**src/wdtf_pkg.sv**
```systemverilog
// Package: register map, field layout and reset values of the watchdog
package wdtf_pkg;

   // Register indices; byte address is four times the index
   localparam logic [7:0]  CTRL_IDX      = 8'ha7;
   localparam logic [7:0]  MODE_IDX      = 8'ha8;
   localparam logic [7:0]  RELOAD_IDX    = 8'hc1;
   localparam logic [7:0]  FEED1_IDX     = 8'hc2;
   localparam logic [7:0]  FEED2_IDX     = 8'hc3;
   localparam int          ADDR_SHIFT    = 2;
   localparam int          IDX_W         = 8;

   // Feed constants
   localparam logic [7:0]  FEED1_KEY     = 8'ha5;
   localparam logic [7:0]  FEED2_KEY     = 8'h5a;

   // Timeout law: tap period is 2^(TAP_BASE+tap) watchdog clocks
   localparam logic [12:0] TAP_BASE_ONE  = 13'h0020;

   // Mode register field positions
   localparam int          MODE_IRQ_EN   = 0;
   localparam int          MODE_RST_EN   = 1;
   localparam int          MODE_SAFETY   = 2;

   // Control register layout
   typedef struct packed {
      logic [2:0] prescaler_tap_select;
      logic [1:0] reserved;
      logic       run_control_bit;
      logic       timeout_flag;
      logic       clock_source_select;
   } wdtf_ctrl_t;

   // Reset value of the control register: tap 7, running, oscillator
   localparam wdtf_ctrl_t CTRL_RESET = '{
      prescaler_tap_select : 3'h7,
      reserved             : 2'h0,
      run_control_bit      : 1'b1,
      timeout_flag         : 1'b0,
      clock_source_select  : 1'b1
   };
   localparam logic [7:0]  RELOAD_RESET  = 8'hff;

   // Feed sequence progress
   typedef enum logic [1:0] {
      FEED_IDLE,
      FEED_CTRL_WAIT,
      FEED_ARMED
   } wdtf_feed_t;

endpackage

```
**src/wdtf_top.sv**
```systemverilog
// Watchdog timer with feed sequence, behind a classic Wishbone slave
//
// Chosen here: the Wishbone slave port.
`timescale 1ns/10ps
module wdtf_top #(
   parameter int PRESC_W = 13,
   parameter int COUNT_W = 8
) (
   // Clock and power-on reset
   input  wire logic        clk_i,
   input  wire logic        rst_i,
   // Wishbone classic slave
   input  wire logic        cyc_i,
   input  wire logic        stb_i,
   input  wire logic        we_i,
   input  wire logic [31:0] adr_i,
   input  wire logic [3:0]  sel_i,
   input  wire logic [31:0] dat_i,
   output logic      [31:0] dat_o,
   output logic             ack_o,
   // User configuration byte bits
   input  wire logic        cfg_reset_enable_i,
   input  wire logic        cfg_safety_enable_i,
   // Watchdog oscillator tick, other register writes, power state
   input  wire logic        wdosc_tick_i,
   input  wire logic        other_sfr_write_i,
   input  wire logic        power_down_i,
   input  wire logic        osc_stable_i,
   // System side
   output logic             wdt_reset_o,
   output logic             osc_restart_o,
   output logic             timeout_irq_o
);

   // Bus decode
   logic                 bus_req;
   logic                 bus_wr;
   logic [7:0]           bus_idx;
   logic                 idx_in_range;
   logic                 wr_lane0;
   logic [7:0]           wr_byte;
   // Configuration
   logic                 rst_en;
   logic                 safety_en;
   logic                 locked;
   logic                 cfg_loaded;
   // Shadow and active registers
   wdtf_pkg::wdtf_ctrl_t ctrl_shadow;
   wdtf_pkg::wdtf_ctrl_t ctrl_active;
   logic [COUNT_W-1:0]   reload_shadow;
   logic                 irq_enable;
   logic                 ctrl_written;
   logic                 reload_written;
   logic                 timeout_flag;
   // Feed tracking
   wdtf_pkg::wdtf_feed_t feed_state;
   logic                 feed_ok;
   logic                 feed_bad;
   logic                 ctrl_wr;
   logic                 reload_wr;
   // Counting
   logic                 pclk_phase;
   logic                 src_osc;
   logic                 wd_tick;
   logic [PRESC_W-1:0]   prescaler;
   logic [PRESC_W-1:0]   tap_mask;
   logic [COUNT_W-1:0]   counter;
   logic                 underflow_pend;
   logic                 underflow;
   logic                 eff_run;
   logic                 eff_osc;
   // Reset generation
   logic                 wd_reset_req;
   logic                 hold_active;
   logic                 hold_tick_seen;
   logic                 osc_wait;

   // Bus request qualifiers; one wait state, ack the cycle after request.
   // Masking with ack_o stops a request that is still held in the ack
   // cycle from being taken a second time.
   assign bus_req      = cyc_i & stb_i & ~ack_o;
   assign bus_wr       = bus_req & we_i;
   assign bus_idx      = adr_i[wdtf_pkg::ADDR_SHIFT +: wdtf_pkg::IDX_W];
   assign idx_in_range = (adr_i[31:wdtf_pkg::ADDR_SHIFT+wdtf_pkg::IDX_W]
                          == '0);
   assign wr_lane0     = bus_wr & sel_i[0] & idx_in_range;
   assign wr_byte      = dat_i[7:0];

   // Safety lock only counts when reset on underflow is enabled
   assign locked = rst_en & safety_en;

   // Write strobes; once locked the control and reload registers take one write only
   assign ctrl_wr   = wr_lane0 & (bus_idx == wdtf_pkg::CTRL_IDX)
                      & ~(locked & ctrl_written);
   assign reload_wr = wr_lane0 & (bus_idx == wdtf_pkg::RELOAD_IDX)
                      & ~(locked & reload_written);

   // Capture the configuration byte after reset release; safe until then
   // Both bits read as one during reset, so the strictest setting rules
   // until the real configuration is known
   always_ff @(posedge clk_i) begin
      if (rst_i) begin
         rst_en     <= 1'b1;
         safety_en  <= 1'b1;
         cfg_loaded <= 1'b0;
      end else if (!cfg_loaded) begin
         rst_en     <= cfg_reset_enable_i;
         safety_en  <= cfg_safety_enable_i;
         cfg_loaded <= 1'b1;
      end
   end

   // Wishbone acknowledge
   always_ff @(posedge clk_i) begin
      if (rst_i) begin
         ack_o <= 1'b0;
      end else begin
         ack_o <= bus_req;
      end
   end

   // Read data; unmapped addresses read zero
   always_ff @(posedge clk_i) begin
      if (rst_i) begin
         dat_o <= 32'h0000_0000;
      end else if (bus_req && !we_i) begin
         dat_o <= 32'h0000_0000;
         if (idx_in_range) begin
            unique case (bus_idx)
               wdtf_pkg::CTRL_IDX: begin
                  dat_o[7:5] <= ctrl_shadow.prescaler_tap_select;
                  dat_o[2]   <= ctrl_shadow.run_control_bit | locked;
                  dat_o[1]   <= timeout_flag;
                  dat_o[0]   <= ctrl_shadow.clock_source_select | locked;
               end
               wdtf_pkg::RELOAD_IDX: begin
                  dat_o[COUNT_W-1:0] <= reload_shadow;
               end
               wdtf_pkg::MODE_IDX: begin
                  dat_o[wdtf_pkg::MODE_IRQ_EN] <= irq_enable;
                  dat_o[wdtf_pkg::MODE_RST_EN] <= rst_en;
                  dat_o[wdtf_pkg::MODE_SAFETY] <= safety_en;
               end
               default: begin
                  dat_o <= 32'h0000_0000;
               end
            endcase
         end
      end
   end

   // Shadow control register; reset leaves timer running
   always_ff @(posedge clk_i) begin
      if (rst_i) begin
         ctrl_shadow  <= wdtf_pkg::CTRL_RESET;
         ctrl_written <= 1'b0;
      end else if (ctrl_wr) begin
         ctrl_shadow  <= wdtf_pkg::wdtf_ctrl_t'(wr_byte);
         ctrl_shadow.reserved     <= 2'h0;
         ctrl_shadow.timeout_flag <= 1'b0;
         ctrl_written <= 1'b1;
      end
   end

   // Shadow reload register and interrupt enable
   always_ff @(posedge clk_i) begin
      if (rst_i) begin
         reload_shadow  <= wdtf_pkg::RELOAD_RESET;
         reload_written <= 1'b0;
         irq_enable     <= 1'b0;
      end else begin
         if (reload_wr) begin
            reload_shadow  <= wr_byte[COUNT_W-1:0];
            reload_written <= 1'b1;
         end
         if (wr_lane0 && bus_idx == wdtf_pkg::MODE_IDX) begin
            irq_enable <= wr_byte[wdtf_pkg::MODE_IRQ_EN];
         end
      end
   end

   // Feed sequence checker; only writes disturb it, reads pass freely
   // A write with no low byte lane stores nothing but still counts as a
   // write, and writes elsewhere in the core arrive on other_sfr_write_i
   always_comb begin
      feed_ok  = 1'b0;
      feed_bad = 1'b0;
      if (bus_wr || other_sfr_write_i) begin
         if (wr_lane0 && bus_idx == wdtf_pkg::FEED1_IDX) begin
            if (feed_state == wdtf_pkg::FEED_ARMED) begin
               feed_bad = 1'b1;
            end else if (wr_byte != wdtf_pkg::FEED1_KEY) begin
               feed_bad = 1'b1;
            end
         end else if (wr_lane0 && bus_idx == wdtf_pkg::FEED2_IDX) begin
            if (feed_state != wdtf_pkg::FEED_ARMED
                || wr_byte != wdtf_pkg::FEED2_KEY) begin
               feed_bad = 1'b1;
            end else begin
               feed_ok = 1'b1;
            end
         end else if (feed_state != wdtf_pkg::FEED_IDLE) begin
            feed_bad = 1'b1;
         end
      end
   end

   // Feed state; a control write in watchdog mode demands a feed next
   always_ff @(posedge clk_i) begin
      if (rst_i || wd_reset_req) begin
         feed_state <= wdtf_pkg::FEED_IDLE;
      end else if (feed_bad || feed_ok) begin
         feed_state <= wdtf_pkg::FEED_IDLE;
      end else if (wr_lane0 && bus_idx == wdtf_pkg::FEED1_IDX) begin
         feed_state <= wdtf_pkg::FEED_ARMED;
      end else if (ctrl_wr && rst_en) begin
         feed_state <= wdtf_pkg::FEED_CTRL_WAIT;
      end
   end

   // Active control: on feed in watchdog mode, every cycle in timer mode
   always_ff @(posedge clk_i) begin
      if (rst_i) begin
         ctrl_active <= wdtf_pkg::CTRL_RESET;
      end else if (!rst_en || feed_ok) begin
         ctrl_active <= ctrl_shadow;
      end
   end

   // Forced conditions under the safety lock
   assign eff_run = ctrl_active.run_control_bit | locked;
   assign eff_osc = ctrl_active.clock_source_select | locked;

   // Peripheral clock is half the core clock; source change waits a phase
   // Limitation: the peripheral clock is a fixed divide by two here; the
   // switch is only allowed on a phase boundary so no tick is cut in half
   always_ff @(posedge clk_i) begin
      if (rst_i) begin
         pclk_phase <= 1'b0;
         src_osc    <= 1'b1;
      end else begin
         pclk_phase <= ~pclk_phase;
         if (pclk_phase) begin
            src_osc <= eff_osc;
         end
      end
   end

   assign wd_tick = src_osc ? wdosc_tick_i : pclk_phase;

   // Tap mask: prescaler wraps after 2^(5+tap) watchdog clocks
   // A mask compare keeps one comparator for all eight taps
   assign tap_mask = PRESC_W'((wdtf_pkg::TAP_BASE_ONE
                     << ctrl_active.prescaler_tap_select) - 13'h0001);

   // Underflow is one watchdog clock after the prescaler wraps with the count at zero
   // which gives the extra clock of the timeout law
   assign underflow = wd_tick & eff_run & underflow_pend;

   // Prescaler and down counter
   always_ff @(posedge clk_i) begin
      if (rst_i) begin
         prescaler      <= '0;
         counter        <= wdtf_pkg::RELOAD_RESET[COUNT_W-1:0];
         underflow_pend <= 1'b0;
      end else if (feed_ok || wd_reset_req) begin
         prescaler      <= '0;
         counter        <= reload_shadow;
         underflow_pend <= 1'b0;
      end else if (wd_tick && eff_run) begin
         if (underflow_pend) begin
            underflow_pend <= 1'b0;
            prescaler      <= '0;
            counter        <= reload_shadow;
         end else if ((prescaler & tap_mask) == tap_mask) begin
            prescaler <= '0;
            if (counter == '0) begin
               underflow_pend <= 1'b1;
            end else begin
               counter <= counter - COUNT_W'(1);
            end
         end else begin
            prescaler <= prescaler + PRESC_W'(1);
         end
      end
   end

   // Timeout flag: underflow sets it and beats a same-cycle clear
   // Losing the set would hide a timeout that software never saw
   always_ff @(posedge clk_i) begin
      if (rst_i) begin
         timeout_flag <= 1'b0;
      end else if (underflow) begin
         timeout_flag <= 1'b1;
      end else if (feed_ok && rst_en) begin
         timeout_flag <= 1'b0;
      end else if (ctrl_wr && !wr_byte[1]) begin
         timeout_flag <= 1'b0;
      end
   end

   // Timer-mode interrupt request
   assign timeout_irq_o = timeout_flag & irq_enable & ~rst_en;

   // Reset cause: underflow or bad feed, only with reset enabled
   assign wd_reset_req = rst_en & (underflow | feed_bad);

   // Reset stretch: hold across one full selected watchdog clock
   // Two ticks are awaited: the request may land just before a tick, and
   // ending on that tick would give only a fraction of a watchdog clock
   always_ff @(posedge clk_i) begin
      if (rst_i) begin
         hold_active    <= 1'b0;
         hold_tick_seen <= 1'b0;
      end else if (wd_reset_req) begin
         hold_active    <= 1'b1;
         hold_tick_seen <= 1'b0;
      end else if (hold_active && wd_tick) begin
         hold_tick_seen <= 1'b1;
         if (hold_tick_seen) begin
            hold_active <= 1'b0;
         end
      end
   end

   // Power-down recovery: keep reset until the oscillator is stable
   // Setting wins over a clear in the same cycle, so a stable oscillator
   // cannot swallow a fresh request made while powered down
   always_ff @(posedge clk_i) begin
      if (rst_i) begin
         osc_wait <= 1'b0;
      end else if (wd_reset_req && power_down_i) begin
         osc_wait <= 1'b1;
      end else if (osc_stable_i) begin
         osc_wait <= 1'b0;
      end
   end

   // Reset outputs registered so they never glitch
   always_ff @(posedge clk_i) begin
      if (rst_i) begin
         wdt_reset_o   <= 1'b0;
         osc_restart_o <= 1'b0;
      end else begin
         wdt_reset_o   <= wd_reset_req | hold_active
                          | (osc_wait & ~osc_stable_i);
         osc_restart_o <= (wd_reset_req & power_down_i)
                          | (osc_wait & ~osc_stable_i);
      end
   end

endmodule

```
**config.mk**
```make
export PLATFORM = sky130hd
export DESIGN_NAME = wdtf_top
export DESIGN_NICKNAME = d
export VERILOG_FILES = /design/src/wdtf_pkg.sv /design/src/wdtf_top.sv
export SDC_FILE = /design/constraint.sdc
export NUM_CORES = 1
export LEC_CHECK = 0
export BUFFER_PORTS_ARGS = -buffer_cell sky130_fd_sc_hd__buf_4
export CAP_MARGIN = 20
export CORE_UTILIZATION = 51
export CTS_CLUSTER_SIZE = 24
export DETAILED_ROUTE_END_ITERATION = 10
export PLACE_DENSITY = 0.81
export SLEW_MARGIN = 20
export SYNTH_ARGS = -nofsm -noshare
export SYNTH_HDL_FRONTEND = slang
export SYNTH_SLANG_ARGS = --single-unit
```
**constraint.sdc**
```tcl
create_clock -name clk_i -period 3.5 [get_ports clk_i]
set_input_delay 0.7 -clock clk_i [delete_from_list [all_inputs] [get_ports clk_i]]
set_output_delay 0.7 -clock clk_i [all_outputs]
set_load 0.02 [all_outputs]
```
# Word level (Yosys, flattened, before mapping)
# Cells that the tools add are included.
# W data, S select, Z words.
word_totals:
  latch_bits: 0
  out_inout_bits: 36
  ff_bits: 89
  elab_cells: 149
  mem_bits_rw: 0
  mem_count: 0
  romBits: 0
op_classes:
  eq_ne: 11
  multipliers: 0
  bitwise: 34
  reduce_logical: 35
  mux: 37
  n_div: 0
  n_lt_le_gt_ge: 0
  n_shift: 1
  n_addsub: 3
ops:
  columns: ["operator", "n"]
  rows:
  - ["$mux W8", 6]
  - ["$eq A8 B8 Y1 const B", 5]
  - ["$mux W13", 2]
  - ["$mux W1", 24]
  - ["$logic_not A22 Y1", 1]
  - ["$and A1 B1 Y1", 19]
  - ["$add A13 B1 Y13 const B", 1]
  - ["$and A13 B13 Y13", 1]
  - ["$eq A13 B13 Y1", 1]
  - ["$shl A6 B3 Y13 const A", 1]
  - ["$sub A13 B1 Y13 const B", 1]
  - ["$reduce_bool A2 Y1", 6]
  - ["$logic_and A1 B1 Y1", 10]
  - ["$pmux W3 S3", 1]
  - ["$logic_not A8 Y1", 1]
  - ["$ne A8 B7 Y1 const B", 1]
  - ["$ne A8 B8 Y1 const B", 1]
  - ["$or A1 B1 Y1", 8]
  - ["$sub A8 B1 Y8 const B", 1]
  - ["$logic_or A1 B1 Y1", 6]
  - ["$mux W2", 3]
  - ["$not A1 Y1", 6]
  - ["$pmux W3 S2", 1]
  - ["$reduce_bool A3 Y1", 2]
  - ["other kinds (8)", 12]

# Logic depth before layout (Yosys ltp)
depth:
  ltp_word: 14
  mapped_depth: 12
  mapped_depth_nobuf: 10

# Least setup slack after synthesis
# Ideal clock, no wire load.
synth_timing:
  path_kind: "input to register"
  start: "in adr_i[5]"
  end: "reg feed_state[0]"
  n_path_buf: 1
  path_stages: 8
  path_slack_ns: 0.719
  t_arrival_ns: 2.708
  setup_ns: 0.073
  path_cell_list: "nor4b_1 nand3_1 nor4_2 mux2_2 or3_1 buf_2 a21o_1 nor3_2"
synth_via:
  elab_chain_cells: 9
synth_rtl:
  columns: ["item", "line_no", "source"]
  rows:
  - ["start, declared", "wdtf_top.sv:16", "input wire logic [31:0] adr_i,"]
  - ["$eq A8 B8 Y1", "wdtf_top.sv:195", "end else if (wr_lane0 && bus_idx == wdtf_pkg::FEED2_IDX) begin"]
  - ["$logic_and A1 B1 Y1", "wdtf_top.sv:195", null]
  - ["$mux W1", "wdtf_top.sv:195", null]
  - ["$mux W1", "wdtf_top.sv:189", "if (wr_lane0 && bus_idx == wdtf_pkg::FEED1_IDX) begin"]
  - ["$mux W1", "wdtf_top.sv:188", "if (bus_wr || other_sfr_write_i) begin"]
  - ["$or A1 B1 Y1", "wdtf_top.sv:306", "assign wd_reset_req = rst_en & (underflow | feed_bad);"]
  - ["$and A1 B1 Y1", "wdtf_top.sv:306", null]
  - ["$logic_or A1 B1 Y1", "wdtf_top.sv:210", "if (rst_i || wd_reset_req) begin"]
  - ["$reduce_or A3 Y1 (no line)", null, null]
  - ["end signal, assigned", "wdtf_top.sv:211", "feed_state <= wdtf_pkg::FEED_IDLE;"]
  - ["end signal, assigned", "wdtf_top.sv:213", "feed_state <= wdtf_pkg::FEED_IDLE;"]
  - ["end signal, assigned", "wdtf_top.sv:215", "feed_state <= wdtf_pkg::FEED_ARMED;"]
  - ["end, declared", "wdtf_top.sv:56", "wdtf_pkg::wdtf_feed_t feed_state;"]
# Parallel ways exist; a longest one is shown, timed or not.
# A chain may end at the register's enable or synchronous reset.

# Worst setup path after layout
# Ends and elaborated chain as after synthesis.

==> impl_metrics.csv <==
group,metric,value,unit
run_status,status,"finished with violations",
run_status,violations,"DRC",
synth,synth_warnings,0,
critical_path,r2r_slack,0.82,ns
synth,netlist_instances,420,
power_and_ir_drop,ir_drop,282,uV
place,gp_congestion,0.906,
power_and_ir_drop,total_leakage_power,1.56,nW
place,port_buffers,61,
clock_network,cts.reportedPaths.clkPinSlew,0.08,ns
routing,met3_length,584,um
routing,route.top_layer_used,"met4",
place,detailedPlacementHpwl,6020,um
finish,fillCellCount,562,
sta,slew_viol_final,0,
synth,syn-cell-area,3440,um^2
clock_network,cts_resized,0,
die,coreArea,6420,um^2
routing,drt-met1-wl,3650,um
critical_path,critPathKind,"in -> reg",
power_and_ir_drop,p_sw,0.000388,W
clock_network,postCtsSetupRepairBufs,0,
die,io_pins,115,
power_and_ir_drop,intPower,0.00112,W
critical_path,critPathCaptureType,"flop",
synth,synth-main-ff-cell,"dfxtp_1",
critical_path,crit_arrival,3.23,ns
die,die_area,7070,um^2
die,die_h,84.1,um
place,pre_cts_ws,0.217,ns
synth,yosys.area.top_type,"dfxtp_1",
synth,yosysUniqueCellTypes,59,
critical_path,path_max_fanout,12,
hold_path,min_path_type,"reg -> reg",
clock_network,clockBufferDepth,2,
sta,setup_viol,0,
routing,drtAntennaViolNets,0,
routing,vias_per_cell,5.80,
routing,drcViolationCount,16,
synth,synth.top_cells.by_area,"dfxtp_1 37%, mux2i_1 8.2%, buf_4 5.2%",
power_and_ir_drop,comb_power_share,8.8,%
sta,fin_crit_sh,84.4,%
clock_network,tritoncts,"yes",
finish,drive_above_1_share,19.1,%
routing,wl_per_cell,14.7,um
power_and_ir_drop,switching_share,25.7,%
sta,slew_headroom,39.9,%
clock_network,cts_hold_buf,0,
global_routing,first_global_vias,2849,
hold_path,worstHoldStart,"dat_o[1]",
die,rows,29,
routing,routed_wl,8210,um
die,fp.dieW,84.1,um
sta,min_period,2.95,ns
sta,rsz0062_at_grt,"no",
synth,avgSynthCellArea,8.19,um^2
synth,synth_seq_area_share,37.3,%
routing,wl_met2,3860,um
clock_network,clock_latency,0.35,ns
clock_network,root_buffer,"clkbuf_8",
synth,synth_top_area_share,37.3,%
sta,fin_skew,0.0123,ns
finish,syn_to_final_growth,17.7,%
job,cap_violations,0,
sta,fmax,338,MHz
critical_path,cp-start-kind,"primary input",
global_routing,grt_use_total,23.8,%
routing,drt_pass1_iterations,8,
routing,first_iter_violations,253,
sta,setup_ws,0.545,ns
clock_network,htree_levels,3,
clock_network,numCtsBuffers,9,
synth,synth.ff_latch_count,64,
finish,nNetsFinal,558,
critical_path,r2r_cells,6,
sta,max_slew.worst_pin.slew,0.901,ns
critical_path,rr_endpoint,"prescaler[11]",
global_routing,grt_pass1_wl,13400,um
die,initial_core_util,53.5,%
synth,ys_async_sr_fraction,0,%
sta,hold_viol,0,
power_and_ir_drop,clkPwrFrac,42.1,%
power_and_ir_drop,power.density,373,nW/um^2
synth,synth_edf_count,0,
global_routing,grt_max_degree,31,
power_and_ir_drop,power_frac_seq,49.1,%
hold_path,whs_path_depth,2,
routing,via_count,3236,
sta,tns,0,ns
finish,n_antenna_cell,0,
global_routing,overflow,0,
critical_path,cp.required,3.78,ns
power_and_ir_drop,fin_total_pwr,0.00151,W
critical_path,crit-reg2reg-launch,"ctrl_active[7]",
global_routing,antenna_found_initial,0,
hold_path,min_to,"dat_o[1]",
clock_network,cts_sinks,64,
[Yosys cell counts (3+ instances only)]
| cell | count |
|---|---|
| a21oi_1 | 29 |
| nor3_1 | 10 |
| nor2b_1 | 6 |
| nand3b_1 | 4 |
| a32oi_1 | 3 |
| o21ai_0 | 19 |
| o21ai_1 | 4 |
| o211ai_1 | 3 |
| ha_1 | 3 |
| or3_1 | 9 |
| nand2b_1 | 7 |
| nand4_1 | 6 |
| nand3_1 | 8 |
| nor2_1 | 39 |
| nor3b_1 | 7 |
| and2_1 | 3 |
| a21o_1 | 3 |
| nor4_1 | 9 |
| a31oi_1 | 5 |
| clkbuf_1 | 12 |
| mux2i_1 | 28 |
| a22oi_1 | 10 |
| nand2_1 | 43 |
| buf_2 | 5 |
| inv_1 | 13 |
| dfxtp_1 | 64 |
| buf_4 | 24 |
| and3_1 | 8 |
[critical path: stages]
cell	delay (ns)
buf_4	0.12
nor4b_1	0.42
nand3_1	0.19
nor4_2	0.50
mux2_2	0.50
or3_1	0.43
a21o_1	0.22
nor3_2	0.16
[per-stage QoR]
step	instances	hold slack, ns	util [%]	area [um^2]
final	558	0.450	63.0	4050
after global routing	558	0.491	63.0	4050
after CTS	558	0.454	63.0	4040
after detailed placement	542	0.445	59.9	3850
after global placement	542	0.427	59.9	3850
after floorplan	443	0.419	-	3520
[registers in the layout (all words and copies together) (netlist names), 2 cells and up]
register / cells
dat_o: 8
counter: 8
ctrl_shadow: 5
ctrl_active: 5
prescaler: 12
reload_shadow: 8
feed_state: 2
[logic make-up (layout without fill, tap and decap cells)]
group / Yosys count / after routing / share of synthesized area, %
other: 1 / 24 / 0.109
AO/OA/AOI/OAI: 93 / 93 / 17.1
adder cells (fa/ha/maj): 3 / 3 / 1.09
AND/OR/NAND/NOR: 174 / 174 / 26.8
multiplexers: 30 / 30 / 8.81
flip-flops: 64 / 64 / 37.3
buffers and inverters: 55 / 93 / 8.81
[power by group through the flow]
stage / logic (W) / clock network (W) / registers (W)
after global routing: 0.000146 / 0.000671 / 0.000742
after CTS: 0.000132 / 0.000642 / 0.000741
after detailed placement: 0.000131 / 0 / 0.000758
final: 0.000133 / 0.000636 / 0.000741
after floorplan: 0.0000936 / 0 / 0.000755
after global placement: 0.000129 / 0 / 0.000757
[cell usage in the layout (no fill, tap or decap), drive strengths merged, types with 4 or more instances in the layout]
master / netlist / final
mux2i: 28 / 28
inv: 13 / 14
nor2b: 6 / 6
nand3b: 4 / 4
nand3: 8 / 8
nor4: 11 / 11
nand4: 6 / 6
buf: 30 / 64
a22oi: 10 / 10
dfxtp: 64 / 64
o21ai: 23 / 23
clkbuf: 12 / 10
a31oi: 5 / 5
conb: 1 / 24
a21oi: 30 / 30
nor3: 11 / 11
nor2: 39 / 39
or3: 9 / 9
nor3b: 7 / 7
nand2b: 7 / 7
nand2: 43 / 43
and3: 8 / 8
[per-layer routing]
layer	vias up	global-route usage, %
met5	-	0
met4	0	8.15
met3	13	6.03
met2	124	37.9
met1	1512	31.6
li1	1587	-
[layout make-up]
| class | count | area [um^2] | area share (%) |
|---|---|---|---|
| Inverter | 13 | 48.8 | 1.21 |
| Sequential cell | 64 | 1280 | 31.7 |
| Multi-Input combinational cell | 324 | 1940 | 48.0 |
| Clock buffer | 10 | 128 | 3.15 |
| Tap cell | 77 | 96.3 | 2.38 |
| Clock inverter | 6 | 68.8 | 1.70 |
| Timing Repair Buffer | 64 | 480 | 11.9 |
[worst max path at each step]
stage | slack (ns) | endpoint | depth (start not counted) | from
2_1_floorplan | 0.72 | feed_state[0] | 8 | adr_i[5]
3_3_place_gp | 0.30 | feed_state[0] | 8 | adr_i[5]
3_5_place_dp | 0.22 | feed_state[0] | 8 | adr_i[5]
4_1_cts | 0.53 | prescaler[8] | 9 | ctrl_active[7]
5_1_grt | 0.43 | prescaler[2] | 8 | adr_i[5]
6_report | 0.55 | feed_state[0] | 8 | adr_i[5]
No activity file was read; power rests on OpenSTA's default activity.
